==> src/rsp_map.svh <==
// Command codes, field positions, reset values and defaults of the rail sequencer
// Operation
// - Runtime writes to pin and mode settings change only the stored image.
// - Bit 0 per output picks soft-start input (0) or power-good output (1).
// - Soft-start input mode ignores internal ramp rate and enables 5 uA source.
// - Power-good output mode drives the pin with that output's power good.
// - Sequencing bit 0 clear waits on prior power good; set skips it.
// - Outputs in first start position never wait on power good.
// - Sequencing bit is one device-wide value, independent of page.
// - Stop position bits 3:2, start position bits 1:0, codes 00..11, default 00.
// - Outputs sharing one position start together and stop together.
// - Sequence positions are held per output, pages 0x00 to 0x03.
// - Mode bit 0: 1 continuous conduction, 0 mixed; default 1.
// - Read-only mode bit 1 shows current sharing, only on master pages.
// - Pairs 0/1 and 2/3 share; slave page invalid, slave follows master at 180 degrees.
// - Frequency bits 1:0 divide oscillator by 1, 2, 4 or 8; default 00.
// - Bits 6:2 set phase delay 0..31 quarter oscillator periods.
// - Phase defaults 00000, 00010, 00001, 00011 for pages 0 to 3.
// - Sharing detected sets the indication bit of the pair's master.
`ifndef RSP_MAP_SVH
`define RSP_MAP_SVH

// ****************************************
// Command codes
// ****************************************
`define RSP_CMD_PIN 8'hD3
`define RSP_CMD_SEQ 8'hD4
`define RSP_CMD_ORD 8'hD5
`define RSP_CMD_MODE 8'hD6
`define RSP_CMD_FREQ 8'hD7

// ****************************************
// Fields and defaults
// ****************************************
`define RSP_PAGES 8'h04
`define RSP_SEL_BIT 0
`define RSP_CCM_BIT 0
`define RSP_SHARE_BIT 1
`define RSP_START_LSB 0
`define RSP_STOP_LSB 2
`define RSP_DIV_LSB 0
`define RSP_PH_LSB 2
`define RSP_PIN_RST 1'b0
`define RSP_SEQ_RST 1'b0
`define RSP_ORD_RST 4'h0
`define RSP_CCM_RST 1'b1
`define RSP_DIV_RST 2'h0
`define RSP_PH_P0 5'h00
`define RSP_PH_P1 5'h02
`define RSP_PH_P2 5'h01
`define RSP_PH_P3 5'h03
`define RSP_HALF_TURN 5'h02
`define RSP_LAST_POS 2'h3

`endif

==> src/rsp_pkg.sv <==
// Types of the rail sequencer: state enumeration and state record
package rsp_pkg;

   typedef enum logic [1:0] {
      RSP_S_LOAD,
      RSP_S_IDLE,
      RSP_S_START,
      RSP_S_STOP
   } rsp_state_t;

   typedef struct packed {
      rsp_state_t st;
      logic [1:0] step;
      logic seq_ign;
      logic [3:0] pin_s;
      logic [3:0][3:0] ord_s;
      logic [3:0] ccm_s;
      logic [3:0][6:0] frq_s;
      logic [3:0] pin_a;
      logic [3:0] ccm_a;
      logic [3:0][6:0] frq_a;
      logic [3:0] en;
      logic [3:0] ss_src;
      logic [3:0] pg_out;
      logic [3:0] pg_oe;
      logic [3:0] ccm_o;
      logic [3:0][1:0] div_o;
      logic [3:0][4:0] ph_o;
      logic [7:0] rdata;
      logic ack;
      logic err;
      logic busy;
   } rsp_state_rec_t;

endpackage

==> src/rsp_core.sv <==
// Paged configuration registers and start/stop sequencer for four switching outputs
`timescale 1ns/1ns
`include "rsp_map.svh"

module rsp_core (
   input wire logic clk_sys_i,
   input wire logic sys_rst_i,
   input wire logic reg_wr_i,
   input wire logic reg_rd_i,
   input wire logic [7:0] reg_cmd_i,
   input wire logic [7:0] reg_page_i,
   input wire logic [7:0] reg_wdata_i,
   input wire logic nv_stored_i,
   input wire logic [3:0] nv_pin_i,
   input wire logic nv_seq_i,
   input wire logic [15:0] nv_ord_i,
   input wire logic [3:0] nv_ccm_i,
   input wire logic [27:0] nv_frq_i,
   input wire logic [1:0] share_det_i,
   input wire logic [3:0] power_good_i,
   input wire logic seq_start_i,
   input wire logic seq_stop_i,
   output logic [7:0] reg_rdata_o,
   output logic reg_ack_o,
   output logic reg_err_o,
   output logic [3:0] rail_en_o,
   output logic [3:0] softstart_src_en_o,
   output logic [3:0] output_pwrgood_pin_o,
   output logic [3:0] output_pwrgood_pin_oe_o,
   output logic [3:0] conduction_mode_o,
   output logic [7:0] clk_div_o,
   output logic [19:0] phase_delay_o,
   output logic seq_busy_o
);

   rsp_pkg::rsp_state_rec_t r_reg;
   rsp_pkg::rsp_state_rec_t r_next;

   // ****************************************
   // Sharing helpers
   // ****************************************
   // Set when output p is the slave page of a pair that is sharing
   function automatic logic is_slave(input logic [1:0] p, input logic [1:0] det);
      is_slave = p[0] && det[p[1]];
   endfunction

   // Output whose settings output p follows
   function automatic logic [1:0] src_of(input logic [1:0] p, input logic [1:0] det);
      src_of = is_slave(p, det) ? {p[1], 1'b0} : p;
   endfunction

   // Outputs whose start or stop position equals pos
   function automatic logic [3:0] group_at(input logic [3:0][3:0] ord,
                                           input logic [1:0] det,
                                           input logic [1:0] pos,
                                           input logic stop);
      logic [3:0] g;
      logic [3:0] o;
      g = 4'h0;
      for (int p = 0; p < 4; p++) begin
         o = ord[src_of(p[1:0], det)];
         if (stop) begin
            g[p] = (o[`RSP_STOP_LSB+:2] == pos);
         end else begin
            g[p] = (o[`RSP_START_LSB+:2] == pos);
         end
      end
      group_at = g;
   endfunction

   // ****************************************
   // Next state
   // ****************************************
   always_comb begin
      logic [1:0] pg;
      logic [1:0] s;
      logic page_ok;
      logic [3:0] grp;
      logic [4:0] ph;
      logic [1:0] dv;
      pg = reg_page_i[1:0];
      s = 2'h0;
      page_ok = (reg_page_i < `RSP_PAGES) && !is_slave(reg_page_i[1:0], share_det_i);
      grp = 4'h0;
      ph = 5'h00;
      dv = 2'h0;
      r_next = r_reg;
      r_next.ack = 1'b0;
      r_next.err = 1'b0;

      unique case (r_reg.st)
         rsp_pkg::RSP_S_LOAD: begin
            // Stored image, or defaults if never stored
            for (int p = 0; p < 4; p++) begin
               if (nv_stored_i) begin
                  r_next.pin_s[p] = nv_pin_i[p];
                  r_next.ord_s[p] = nv_ord_i[4*p+:4];
                  r_next.ccm_s[p] = nv_ccm_i[p];
                  r_next.frq_s[p] = nv_frq_i[7*p+:7];
               end else begin
                  r_next.pin_s[p] = `RSP_PIN_RST;
                  r_next.ord_s[p] = `RSP_ORD_RST;
                  r_next.ccm_s[p] = `RSP_CCM_RST;
               end
            end
            if (!nv_stored_i) begin
               r_next.frq_s[0] = {`RSP_PH_P0, `RSP_DIV_RST};
               r_next.frq_s[1] = {`RSP_PH_P1, `RSP_DIV_RST};
               r_next.frq_s[2] = {`RSP_PH_P2, `RSP_DIV_RST};
               r_next.frq_s[3] = {`RSP_PH_P3, `RSP_DIV_RST};
            end
            r_next.seq_ign = nv_stored_i ? nv_seq_i : `RSP_SEQ_RST;
            // Active copy is taken only here, never on a runtime write
            r_next.pin_a = r_next.pin_s;
            r_next.ccm_a = r_next.ccm_s;
            r_next.frq_a = r_next.frq_s;
            r_next.st = rsp_pkg::RSP_S_IDLE;
         end
         rsp_pkg::RSP_S_IDLE: begin
            r_next.step = 2'h0;
            if (seq_start_i) begin
               r_next.st = rsp_pkg::RSP_S_START;
            end else if (seq_stop_i) begin
               r_next.st = rsp_pkg::RSP_S_STOP;
            end
         end
         rsp_pkg::RSP_S_START: begin
            grp = group_at(r_reg.ord_s, share_det_i, r_reg.step, 1'b0);
            // Whole group turns on at once; first group never waits
            r_next.en = r_reg.en | grp;
            if (r_reg.step == `RSP_LAST_POS) begin
               r_next.st = rsp_pkg::RSP_S_IDLE;
            end else if (r_reg.seq_ign || &(power_good_i | ~grp)) begin
               r_next.step = r_reg.step + 2'h1;
            end
         end
         rsp_pkg::RSP_S_STOP: begin
            grp = group_at(r_reg.ord_s, share_det_i, r_reg.step, 1'b1);
            r_next.en = r_reg.en & ~grp;
            if (r_reg.step == `RSP_LAST_POS) begin
               r_next.st = rsp_pkg::RSP_S_IDLE;
            end else begin
               r_next.step = r_reg.step + 2'h1;
            end
         end
         default: begin
            r_next.st = rsp_pkg::RSP_S_LOAD;
         end
      endcase

      // ****************************************
      // Command access
      // ****************************************
      // Commands get neither ack nor error until the stored image is loaded
      if ((reg_wr_i || reg_rd_i) && r_reg.st != rsp_pkg::RSP_S_LOAD) begin
         r_next.ack = 1'b1;
         r_next.rdata = 8'h00;
         if (reg_cmd_i == `RSP_CMD_SEQ) begin
            // No page on this one
            if (reg_wr_i) begin
               r_next.seq_ign = reg_wdata_i[0];
            end
            r_next.rdata = {7'h00, r_reg.seq_ign};
         end else if (reg_cmd_i >= `RSP_CMD_PIN && reg_cmd_i <= `RSP_CMD_FREQ &&
                      page_ok) begin
            unique case (reg_cmd_i)
               `RSP_CMD_PIN: begin
                  if (reg_wr_i) begin
                     r_next.pin_s[pg] = reg_wdata_i[`RSP_SEL_BIT];
                  end
                  r_next.rdata = {7'h00, r_reg.pin_s[pg]};
               end
               `RSP_CMD_ORD: begin
                  if (reg_wr_i) begin
                     r_next.ord_s[pg] = reg_wdata_i[3:0];
                  end
                  r_next.rdata = {4'h0, r_reg.ord_s[pg]};
               end
               `RSP_CMD_MODE: begin
                  if (reg_wr_i) begin
                     r_next.ccm_s[pg] = reg_wdata_i[`RSP_CCM_BIT];
                  end
                  // Only master pages reach here while sharing
                  r_next.rdata = {6'h00, !pg[0] && share_det_i[pg[1]],
                                  r_reg.ccm_s[pg]};
               end
               default: begin
                  if (reg_wr_i) begin
                     r_next.frq_s[pg] = reg_wdata_i[6:0];
                  end
                  r_next.rdata = {1'b0, r_reg.frq_s[pg]};
               end
            endcase
         end else begin
            // Unknown command or invalid page
            r_next.err = 1'b1;
         end
      end

      // ****************************************
      // Pin and switching outputs
      // ****************************************
      for (int p = 0; p < 4; p++) begin
         s = src_of(p[1:0], share_det_i);
         // 5 uA source replaces the internal ramp in soft-start mode
         r_next.ss_src[p] = !r_reg.pin_a[s];
         r_next.pg_oe[p] = r_reg.pin_a[s];
         r_next.pg_out[p] = r_reg.pin_a[s] && power_good_i[p];
         r_next.ccm_o[p] = r_reg.ccm_a[s];
         dv = r_reg.frq_a[s][`RSP_DIV_LSB+:2];
         ph = r_reg.frq_a[s][`RSP_PH_LSB+:5];
         if (is_slave(p[1:0], share_det_i)) begin
            // Half a switching period after the master
            ph = ph + 5'(`RSP_HALF_TURN << dv);
         end
         r_next.div_o[p] = dv;
         r_next.ph_o[p] = ph;
      end
      r_next.busy = (r_next.st == rsp_pkg::RSP_S_START) ||
                    (r_next.st == rsp_pkg::RSP_S_STOP);
   end

   // ****************************************
   // State register
   // ****************************************
   always_ff @(posedge clk_sys_i or posedge sys_rst_i) begin
      if (sys_rst_i) begin
         r_reg <= '0;
      end else begin
         r_reg <= r_next;
      end
   end

   assign reg_rdata_o = r_reg.rdata;
   assign reg_ack_o = r_reg.ack;
   assign reg_err_o = r_reg.err;
   assign rail_en_o = r_reg.en;
   assign softstart_src_en_o = r_reg.ss_src;
   assign output_pwrgood_pin_o = r_reg.pg_out;
   assign output_pwrgood_pin_oe_o = r_reg.pg_oe;
   assign conduction_mode_o = r_reg.ccm_o;
   assign clk_div_o = r_reg.div_o;
   assign phase_delay_o = r_reg.ph_o;
   assign seq_busy_o = r_reg.busy;

endmodule

==> config.mk <==
export PLATFORM = sky130hd
export DESIGN_NAME = rsp_core
export DESIGN_NICKNAME = d
export VERILOG_FILES = /design/src/rsp_pkg.sv /design/src/rsp_core.sv
export VERILOG_INCLUDE_DIRS = /design/src
export SDC_FILE = /design/constraint.sdc
export NUM_CORES = 1
export LEC_CHECK = 0
export ABC_AREA = 0
export BUFFER_PORTS_ARGS = -buffer_cell sky130_fd_sc_hd__buf_2
export CORE_MARGIN = 2
export CORE_UTILIZATION = 30
export CTS_BUF_LIST = sky130_fd_sc_hd__clkbuf_8
export CTS_CLUSTER_DIAMETER = 80
export CTS_CLUSTER_SIZE = 28
export DETAILED_ROUTE_END_ITERATION = 8
export GPL_TIMING_DRIVEN = 1
export PLACE_DENSITY = 0.48
export SLEW_MARGIN = 10
export SYNTH_ARGS = -nofsm -noshare
export SYNTH_HDL_FRONTEND = slang
export SYNTH_SLANG_ARGS = --single-unit
==> constraint.sdc <==
create_clock -name clk_sys_i -period 8 [get_ports clk_sys_i]
set_input_delay 0 -clock clk_sys_i [delete_from_list [all_inputs] [get_ports clk_sys_i]]
set_output_delay 0 -clock clk_sys_i [all_outputs]
set_load 0.005 [all_outputs]
Word level (Yosys, flattened, before mapping) --
Index checks and enable logic that the tools add are counted.
Cells by class: add/sub/neg operators 3, multipliers 0, divide/modulo/power cells 0, magnitude comparators 8, equal/unequal tests 21, shifts and indexed selects 2, multiplexer cells 91, bitwise logic cells 5, reduce and logical (&&, ||, !) cells 28
Operator list (count):
- $mux W52 | 2
- $mux W89 | 1
- $mux W28 | 3
- $mux W53 | 1
- $mux W4 | 12
- $bmux W7 S2 | 3
- $mux W7 | 6
- $eq A8 B8 Y1 const B | 4
- $mux W1 | 32
- $mux W16 | 2
- $bwmux W28 | 1
- $bmux W4 S2 | 3
- $pmux W7 S3 | 1
- $bwmux W16 | 1
- $eq A2 B2 Y1 | 8
- $demux W7 S2 | 1
- $mux W2 | 7
- $bmux W1 S2 | 6
- $pmux W2 S3 | 2
- $logic_and A1 B1 Y1 | 11
- $add A5 B5 Y5 | 2
- $eq A2 B2 Y1 const B | 5
- $mux W5 | 2
- $shl A2 B2 Y5 const A | 2
- other kinds (25) | 40
Word-level totals: flip-flop bits (word level) 151, bits in latches 0, bits in writable memories 0, memory bits (read-only) 0, input port bits 90, output and inout port bits 59, word-level logic and storage cells 194, memories 0

Depth between registers and ports, before layout --
Gate-level depths: netlist (run 1).
depth after elaboration 12, depth in mapped cells 11, gate-level depth less buffers 9

Worst setup path before layout (run 1) --
Ideal clock, no wire load.
path type register -> register, start point register, netlist name seq_busy_o, end point register r_reg[100] (netlist name), library setup time 125 ps, arrival 1944 ps, required time 7875 ps, slack 5931 ps, cell stages (with the launch flop) 7, buffers on the path 1, clock period less this slack 2069 ps, cells stage by stage dfrtp_1 clkbuf_1 o21ai_0 nor4_1 nand2_1 nor3_2 mux2_2
RTL lines:
- end signal: assignment | line rsp_core.sv:230 | r_reg <= r_next;
- end: declaration | line rsp_core.sv:36 | rsp_pkg::rsp_state_rec_t r_reg;

==> results of run 1 <==
-- final timing paths --
| path | cells past startpoint | from | slack (ps) | endpoint |
|---|---|---|---|---|
| worst min-delay path | 3 | share_det_i[1] | 30 | phase_delay_o[16]$_DFF_PP0_ |
| min in group asynchronous | 3 | sys_rst_i | 240 | phase_delay_o[17]$_DFF_PP0_ |
| max in group asynchronous | 4 | sys_rst_i | 6320 | reg_rdata_o[5]$_DFFE_PP0P_ |
| worst max register to register | 7 | seq_busy_o$_DFF_PP0_ | 5090 | reg_rdata_o[5]$_DFFE_PP0P_ |
| worst max-delay path | 7 | seq_busy_o$_DFF_PP0_ | 5090 | reg_rdata_o[5]$_DFFE_PP0P_ |
| worst min register to register | 0 | r_next[39]$_DFFE_PP0N_ | 410 | conduction_mode_o[0]$_DFF_PP0_ |
-- layer usage --
metal | vias to the layer above | GRT usage [%] | part of all wire (%)
li1 | 2638 | - | -
met1 | 2773 | 22.9 | 46
met2 | 150 | 28.1 | 49
met3 | 15 | 3.34 | 4.3
met4 | 0 | 3.34 | 0.79
met5 | - | 0 | 0
-- synth_stat cells (3+ instances only) --
library cell	instances
nand2b_1	4
nor2b_1	4
xor2_1	17
nand3_1	8
buf_1	4
or4_4	3
dfrtp_1	150
mux2i_1	42
a222oi_1	3
o22ai_1	9
buf_4	56
a22o_1	50
nor2_1	24
a31oi_1	5
and3_1	15
buf_2	7
o2bb2ai_1	3
xnor2_1	6
a21oi_1	25
mux2_2	17
a22oi_1	10
nor4_1	5
o21ai_0	16
o22a_1	8
nand2_1	46
mux2_1	5
o31ai_1	3
ha_1	7
mux4_2	13
and2_1	9
clkbuf_1	28
inv_1	22
nor3_1	7
mux2_4	4
-- timing repair --
| item | in CTS | in global routing |
|---|---|---|
| endpoints found under the hold margin | 178 | 0 |
| hold buffers | 75 | 0 |
| buffers inserted | 0 | 0 |
-- layout make-up --
type                            instances  area share, %
Clock buffer                           17           2.51
Clock inverter                         15           1.73
Inverter                               23          0.980
Multi-Input combinational cell        398           33.8
Sequential cell                       150           40.3
Tap cell                              330           4.43
Timing Repair Buffer                  225           16.2
-- power groups by stage --
| stage | sequential [mW] | combinational (mW) | clock [mW] |
|---|---|---|---|
| after global placement | 1.27 | 0.900 | 0 |
| after floorplan | 1.17 | 0.809 | 0 |
| after CTS | 1.26 | 0.957 | 0.623 |
| final | 1.26 | 0.945 | 0.595 |
| after global routing | 1.29 | 1.06 | 0.656 |
| after detailed placement | 1.27 | 0.913 | 0 |
-- logic make-up (layout without fill, tap and decap cells) --
group / count (synthesis) / after routing / share of synthesized area (%)
other: 1 / 1 / 0.0496
adders and majority gates: 9 / 9 / 1.69
and+or+nand+nor: 142 / 142 / 10.1
DFF: 150 / 150 / 49.6
xor gates and xnor gates: 23 / 23 / 2.66
AOI/OAI and AO/OA: 142 / 142 / 13.7
muxes: 81 / 81 / 13.5
buffers and inverters: 118 / 280 / 8.75
-- critical path, stage by stage (launching register included) --
cell	delay [ps]
dfrtp_1	620
or2_2	200
buf_4	640
o21ai_0	200
buf_4	230
or4_1	560
nor2_1	220
a22o_1	150
-- metrics by stage --
| stage | total power [mW] | hold WS [ps] |
|---|---|---|
| floorplan | 1.98 | 106 |
| global placement | 2.17 | 198 |
| global route | 3.01 | 22.5 |
| detailed placement | 2.19 | 209 |
| CTS | 2.84 | 10.9 |
| finish | 2.80 | 31.6 |
==> metrics, run 1 <==
Max-slew headroom 25.0%; WL final between 20 and 25 mm; Util after Layout 37.3%; chip height 163 um; Worst Hold Class primary input to flip-flop; DRC viols 2; startpoint types flip-flop; nets 914; initial drt markers around 350; vias in the first global route about 5,600; gp weighted congestion 0.795; WL/cell around 19 um; latest clock arrival within the worst-skew pair between 400 and 500 ps; full die area 26,500 um^2; count of unique library cells instantiated by Yosys 57; Worst-Margin Slew between 1000 and 1500 ps; Syn Area/Cell 11.4 um^2; Rows 58; Clock Tree Buf Depth 2; sequential area share after synthesis 49.6%; 1st-pass router iterations 9; Final min period between 2000 and 3000 ps; largest net degree at the start of global routing 83; antenna violation net count after detailed routing 0; area fraction of the dominant cell type after synthesis 49.6%; Vias 5,576; IO Count roughly 150; Sw Ratio approximately a third; placed inst area between 8000 and 9000 um^2; Clk network pwr share between 20% and 30%; Max Slew Vio Count 0; Gate power share between 30% and 40%; prevailing post-synth register cell dfrtp_1; CTS Buf Count 17; Fill cells approximately 2,600; first-pass GRT wire length 33.6 mm; Power per Cell Area roughly 300 nW/um^2; Post-synth ARST share 100%; leakage power approximately 4.4 nW; post_cts resized 0; most common cell after layout, fill and taps aside dfrtp_1; die width roughly 160 um; Sink Count 150; final instance area roughly 9300 um^2; clk_skew roughly 14 ps; failing checks design-rule violations; status complete, but fails checks; Fin Setup TNS 0 ps; P_sw slightly below 1 mW; clk slew on worst S/H paths 100 ps; CP Class flip-flop to flip-flop; Post-synth EDFFs 0; most frequent cells in the layout dfrtp_1 (150), buf_2 (146), dlygate4sd3_1 (75), a22o_1 (50), nand2_1 (46); RSZ-0062 raised after global routing false; Yosys warnings 0; Final Hold Viols 0; Mapped Nets between 700 and 800; CP Capture Type flip-flop; Reg power frac 44.9%; Area Overhead vs Synth 23.2%; diodes inserted 0; initial antenna violation count 0; max reg flops between 70 and 80; Yosys top cell by area dfrtp_1; H-Tree Depth 4; synth top area cells dfrtp_1 (50%), a22o_1 (5.8%), buf_4 (5.6%); Synth Register Bits 150; Initial Util 30.3%; Clk Tree Root Cell clkbuf_8; P_int 1.81 mW; Port Buf Inserts 146; fmax between 300 and 400 MHz; Setup Viol. Count Final 0; CP required between 8000 and 9000 ps; Post-Place Worst Slack approximately 5100 ps; Total GRT Usage between 15 and 20%; CTS tree yes; Final WS setup around 5100 ps; max_cap viols 0; CP arrival 3300 ps; Final period util between 30 and 40%; Detail Placement HPWL between 15 and 20 mm; via/cell ratio 4.82; Syn Inst Count 666; post-route insts no fill 1,158; Worst Path Max Fanout 73; area occupied by multi-input gates approximately 3200 um^2; peak supply drop between 0.1 and 0.15 mV; FF/Latch Area ~3800 um^2; proportion of layout cells with a drive suffix above 1 27.7%; placed cells approximately 1,100; mapped cell area 7560 um^2; Core Box Area ~25,000 um^2; Overflow after GRT 0
Note: power is estimated with default switching activity, not from simulation.
==> run 2: changes to the inputs <==
ABC_AREA = 1   (was 0)
PLACE_DENSITY = 0.47   (was 0.48)
clock period = 3 ns   (was 8 ns; I/O delays follow)
==> run 2 against run 1 <==
Net effect:
- the flow now finishes without violations
- worst setup slack worse by 4700 ps
- critical endpoint is now r_reg[107]$_DFF_PP0_
- first-iteration DRC count is 32% higher
- global-route usage is 1.1 points higher
- synthesized area is 5.0% higher
- sequential share of layout area is 1.6 points lower
- wire length is 14% higher
- clock-buffer cell count is 1 higher
- via count is 22% higher
- power grew to 2.7 times the previous value
- clock skew is 0.77 ps higher
- die area is 4.9% higher
- largest power group unchanged
- final area is 4.2% higher
==> metrics, run 2 <==
status finished, final reports clean; Util after Layout a little under two fifths; Fin Setup TNS 0 ps; Mapped Nets about 1,100; Vias approximately 6,800; Worst Hold Class primary input to flip-flop; first-pass GRT wire length between 30 and 40 mm; via/cell ratio 4.54; max reg flops between 70 and 80; largest net degree at the start of global routing 93; Detail Placement HPWL about 18 mm; sequential area share after synthesis between 40% and 50%; Max-slew headroom 58.7%; 1st-pass router iterations 4; max_cap viols 0; Final period util a little under nine tenths; Rows 59; Area Overhead vs Synth 22.3%; full die area roughly 28,000 um^2; Port Buf Inserts between 100 and 150; Sink Count 150; most frequent cells in the layout nand2_1 (285), dfrtp_1 (150), buf_2 (146), inv_1 (137), o21ai_0 (97); CP required approximately 3400 ps; Syn Area/Cell between 7 and 8 um^2; prevailing post-synth register cell dfrtp_1; Clock Tree Buf Depth 2; Worst-Margin Slew 613 ps; Post-synth ARST share 100%; WL/cell 16.5 um; CP Capture Type flip-flop; placed cells around 1,400; most frequent cell after synthesis nand2_1; worst hold start share_det_i[0]; Worst Path Max Fanout 13; crit-path max cell delay a little under 600 ps; worst hold slack between 20 and 25 ps; IO Count approximately 150; Initial Util between 30% and 40%; latest clock arrival within the worst-skew pair 460 ps; peak supply drop ~0.25 mV; critical path, cell by cell dlygate4sd3_1 > buf_2 > nor3_1 > dlygate4sd3_1 > nand2_1 > nand3_2 > inv_2 > nand3_2 > o21ai_1 > dlygate4sd3_1 > inv_1; WL final 24.8 mm; RSZ-0062 raised after global routing false; clk slew on worst S/H paths ~80 ps; initial drt markers ~460; diodes inserted 0; R2R Path Start seq_busy_o$_DFF_PP0_; antenna violation net count after detailed routing 0; CTS tree yes; CP Class primary input to flip-flop; Synth Register Bits 150; CTS Buf Count 17; proportion of layout cells with a drive suffix above 1 18.6%; area fraction of the dominant cell type after synthesis a little under half; clk_skew between 10 and 15 ps; Final Hold Viols 0; Final min period between 2000 and 3000 ps; commonest cells in the netlist nand2_1 (285), dfrtp_1 (150), inv_1 (135); CP arrival slightly below 3000 ps; chip height between 150 and 200 um; Core Box Area roughly 26,000 um^2; count of unique library cells instantiated by Yosys 40; Power per Cell Area slightly below 800 nW/um^2; mapped cell area just under 8000 um^2; vias in the first global route roughly 6,700; leakage power between 5 and 6 nW; Clk Tree Root Cell clkbuf_8; DRC viols 0; final instance area a little under 10,000 um^2; initial antenna violation count 0; most frequent CP cell dlygate4sd3_1; CP max stage cell dlygate4sd3_1; Max Slew Vio Count 0; Setup Viol. Count Final 0; fmax approximately 390 MHz; Syn Inst Count 994; most common cell after layout, fill and taps aside nand2_1; gp weighted congestion 0.895; Yosys warnings 0; startpoint types primary input; post-route insts no fill 1,503; post-CTS setup buffer count 0; Overflow after GRT 0; Critical path origin reg_cmd_i[3]; Yosys top cell by area dfrtp_1; Post-synth EDFFs 0; die width between 150 and 200 um; nets 1,254; H-Tree Depth 4; synth top area cells dfrtp_1 (47%), nand2_1 (13%), inv_1 (6.4%); Total GRT Usage 18.0%; placed inst area approximately 8600 um^2
==> run 2: changes by cell type after synthesis, sizes merged, moves of 17 or more <==
cell    delta
a22o      -47
nor2      +25
mux2      -26
nand3     +53
nand2    +241
a21oi     -17
o21ai    +107
clkbuf    -19
inv      +122
mux2i     -42
==> run 2: logic make-up after synthesis <==
group	Yosys count	share of synthesized area, %
buffers and inverters	233	14.6
DFF	150	47.3
adders and majority gates	9	1.61
other	1	0.0472
xor gates and xnor gates	8	0.882
and+or+nand+nor	417	23.1
AOI/OAI and AO/OA	176	12.5
==> run 2: worst max-delay path: cells and delay by family <==
family / cells / cell delay (ps)
compound gates: 1 / 220
buf+inv: 6 / 2040
simple gates: 4 / 650
==> run 2: power by group <==
part / total [mW] / internal [mW] / leakage (nW) / switching, mW
Combinational: 2.68 / 1.16 / 3.06 / 1.52
Sequential: 3.30 / 2.80 / 1.91 / 0.505
Clock: 1.58 / 0.754 / 0.199 / 0.822
Total: 7.56 / 4.71 / 5.16 / 2.85
==> run 2: stage by stage <==
stage	total power, mW	worst slack, ps
CTS	7.63	492
global placement	5.85	859
floorplan	5.29	1110
global route	8.19	281
finish	7.56	428
detailed placement	5.90	816
==> run 2: what timing repair did <==
| item | 4_1_cts | 5_1_grt |
|---|---|---|
| resized for setup | 0 | 0 |
| endpoints found under the hold margin | 249 | 0 |
| hold buffers | 77 | 0 |
==> run 2: routing by layer <==
metal / up-vias / wire [um] / GRT usage (%)
met4: 0 / 401 / 5.21
met3: 23 / 892 / 2.76
met2: 157 / 11300 / 28.1
li1: 3417 / - / -
met5: - / 0 / 0
met1: 3227 / 12100 / 26.0
==> run 2: cell type report <==
cell class,instances,area [um^2]
fillers,2790,16300
flip-flops and latches,150,3750
multi-input cells,611,3030
repair buffers,230,1580
inverters,145,548
well taps,335,419
clock buffers,18,248
clock inverters,14,135
==> run 2: worst paths after layout <==
| kind | endpoint | slack [ps] | cells after the start |
|---|---|---|---|
| setup / recovery | r_reg[107]$_DFF_PP0_ | 430 | 11 |
| hold / removal | phase_delay_o[6]$_DFF_PP0_ | 20 | 3 |
| setup reg to reg | r_reg[107]$_DFF_PP0_ | 460 | 8 |
| hold reg to reg | clk_div_o[0]$_DFF_PP0_ | 380 | 0 |
| max in group asynchronous | r_next[23]$_DFFE_PP0N_ | 2320 | 4 |
| min in group asynchronous | phase_delay_o[3]$_DFF_PP0_ | 230 | 4 |
==> run 3: changes to the inputs <==
CELL_PAD_IN_SITES_DETAIL_PLACEMENT = 0   (was default)
CELL_PAD_IN_SITES_GLOBAL_PLACEMENT = 1   (was default)
GPL_TIMING_DRIVEN = 0   (was 1)
PLACE_DENSITY = 0.61   (was 0.47)
==> run 3 against run 2 <==
Net effect:
- wire length up 11%
- clock skew decreased by 0.60 ps
- clock-buffer cell count is 1 lower
- first-iteration DRC count is 13% higher
- register-to-register slack improved by 200 ps
- die area is the same
- via count rose by 5.8%
- critical path depth increased by 1
==> metrics, run 3 (same netlist as run 2, synthesis figures left out) <==
via/cell ratio 4.56; worst hold start reg_page_i[6]; Power per Cell Area 796 nW/um^2; CP arrival approximately 3000 ps; Port Buf Inserts ~140; Worst Hold Class primary input to flip-flop; most common cell after layout, fill and taps aside nand2_1; most frequent cells in the layout nand2_1 (285), buf_2 (155), dfrtp_1 (150), inv_1 (138), o21ai_0 (97); Util after Layout 39.8%; Worst Path Max Fanout 10; R2R Path Start seq_busy_o$_DFF_PP0_; gp weighted congestion between 0.8 and 0.9; Core Box Area approximately 26,000 um^2; CP max stage cell dlygate4sd3_1; Area Overhead vs Synth 30.6%; Max-slew headroom a little under half; CP Class primary input to flip-flop; IO Count approximately 150; CP Capture Type flip-flop; WL final between 20 and 30 mm; peak supply drop roughly 0.34 mV; Final Hold Viols 0; max_cap viols 0; flop2flop setup slack 660 ps; chip height between 150 and 200 um; Reg2Reg Depth 10; Post-Place Worst Slack approximately 450 ps; clk slew on worst S/H paths about 90 ps; H-Tree Depth 4; full die area around 28,000 um^2; initial antenna violation count 0; startpoint types primary input; Clock Tree Buf Depth 2; DRC viols 0; post-route insts no fill approximately 1,600; Final WS setup roughly 380 ps; reg2reg end r_reg[142]$_DFF_PP0_; Max Slew Vio Count 0; Final min period roughly 2600 ps; most frequent CP cell dlygate4sd3_1; nets 1,335; stages on the worst setup path 12; CP top delay family buffers and inverters; diodes inserted 0; post_cts resized 0; Final period util 87.5%; Sink Count 150; placed cells between 1,000 and 1,500; Detail Placement HPWL 20.4 mm; CTS Buf Count 17; Rows 59; largest net degree at the start of global routing 36; fmax ~380 MHz; Clk Tree Root Cell clkbuf_8; Fill cells between 2,000 and 3,000; leakage power between 5 and 6 nW; antenna violation net count after detailed routing 0; critical path, cell by cell dlygate4sd3_1 > buf_2 > nor3_1 > dlygate4sd3_1 > nand2_1 > nand3_2 > inv_2 > nand3_2 > buf_4 > o21ai_1 > dlygate4sd3_1 > inv_1; die width 167 um; Vias 7,220; worst setup path end r_reg[120]$_DFF_PP0_; CP required between 3000 and 4000 ps; Buf+Inv Stages, Crit Path 7; vias in the first global route around 7,000; Total GRT Usage 20.2%; Setup Viol. Count Final 0; 1st-pass router iterations 7; crit-path max cell delay 560 ps; Initial Util a little under a third; first-pass GRT wire length about 42 mm; Worst-Margin Slew ~810 ps; initial drt markers between 500 and 600; status finished, final reports clean; CTS tree yes; Overflow after GRT 0; clk_skew between 10 and 15 ps; proportion of layout cells with a drive suffix above 1 a little under a quarter; max reg flops 74; worst hold slack approximately 42 ps; WL/cell between 15 and 20 um; RSZ-0062 raised after global routing false; Critical path origin reg_cmd_i[3]; latest clock arrival within the worst-skew pair 470 ps
run 3: cell count changes in the layout (fill, tap and decap cells not counted), sizes merged:
cell         previous run  this run
buf                   153       228
clkbuf                 18        26
bufinv                  2         5
dlygate4sd3            77        74
clkinvlp                4         2
run 3: worst min-delay path, delay by kind of cell:
family	cells	cell delay [ps]
AND/OR/NAND/NOR	5	350
buffers and inverters	2	120
run 3: power breakdown:
part / internal (mW) / leakage (nW) / total (mW) / switching (mW)
clock network: 0.983 / 0.235 / 1.83 / 0.844
logic: 1.46 / 3.44 / 3.18 / 1.72
registers: 2.80 / 1.91 / 3.25 / 0.451
total: 5.24 / 5.58 / 8.26 / 3.02
run 3: what timing repair did:
item,CTS,global route
hold buffers,74,0
endpoints found under the setup margin,0,0
setup buffers,0,0
hold endpoints to repair,165,0
run 3: layout make-up:
class	instances	area, um^2	share of cell area, %
Buffer	88	616	5.94
Clock buffer	17	234	2.26
Clock inverter	15	213	2.05
Inverter	145	548	5.28
Multi-Input combinational cell	611	3030	29.2
Sequential cell	150	3750	36.2
Tap cell	335	419	4.04
Timing Repair Buffer	223	1560	15.1
run 3: worst min-delay path by stage:
stage                     cells after the start  slack (ps)                                end
after floorplan                               2         100  output_pwrgood_pin_o[0]$_DFF_PP0_
after global placement                        3         210  output_pwrgood_pin_o[2]$_DFF_PP0_
after detailed placement                      2          20        phase_delay_o[15]$_DFF_PP0_
after CTS                                     7          30                reg_err_o$_DFF_PP0_
after global routing                          7          70                reg_err_o$_DFF_PP0_
final                                         7          40                reg_err_o$_DFF_PP0_
run 3: per-stage QoR:
stage | power, mW | instance area (um^2) | TNS (ps)
6_report | 8.26 | 10400 | 0
5_1_grt | 8.95 | 10400 | 0
4_1_cts | 8.31 | 10400 | 0
3_5_place_dp | 6.34 | 9180 | 0
3_3_place_gp | 6.29 | 9080 | -10670
2_1_floorplan | 5.29 | 7940 | 0
run 3: per-layer routing:
metal / track usage [%] / wire length (um)
met5: 0 / 0
met4: 5.28 / 493
met3: 3.35 / 1290
met2: 31.9 / 12400
met1: 28.7 / 13200
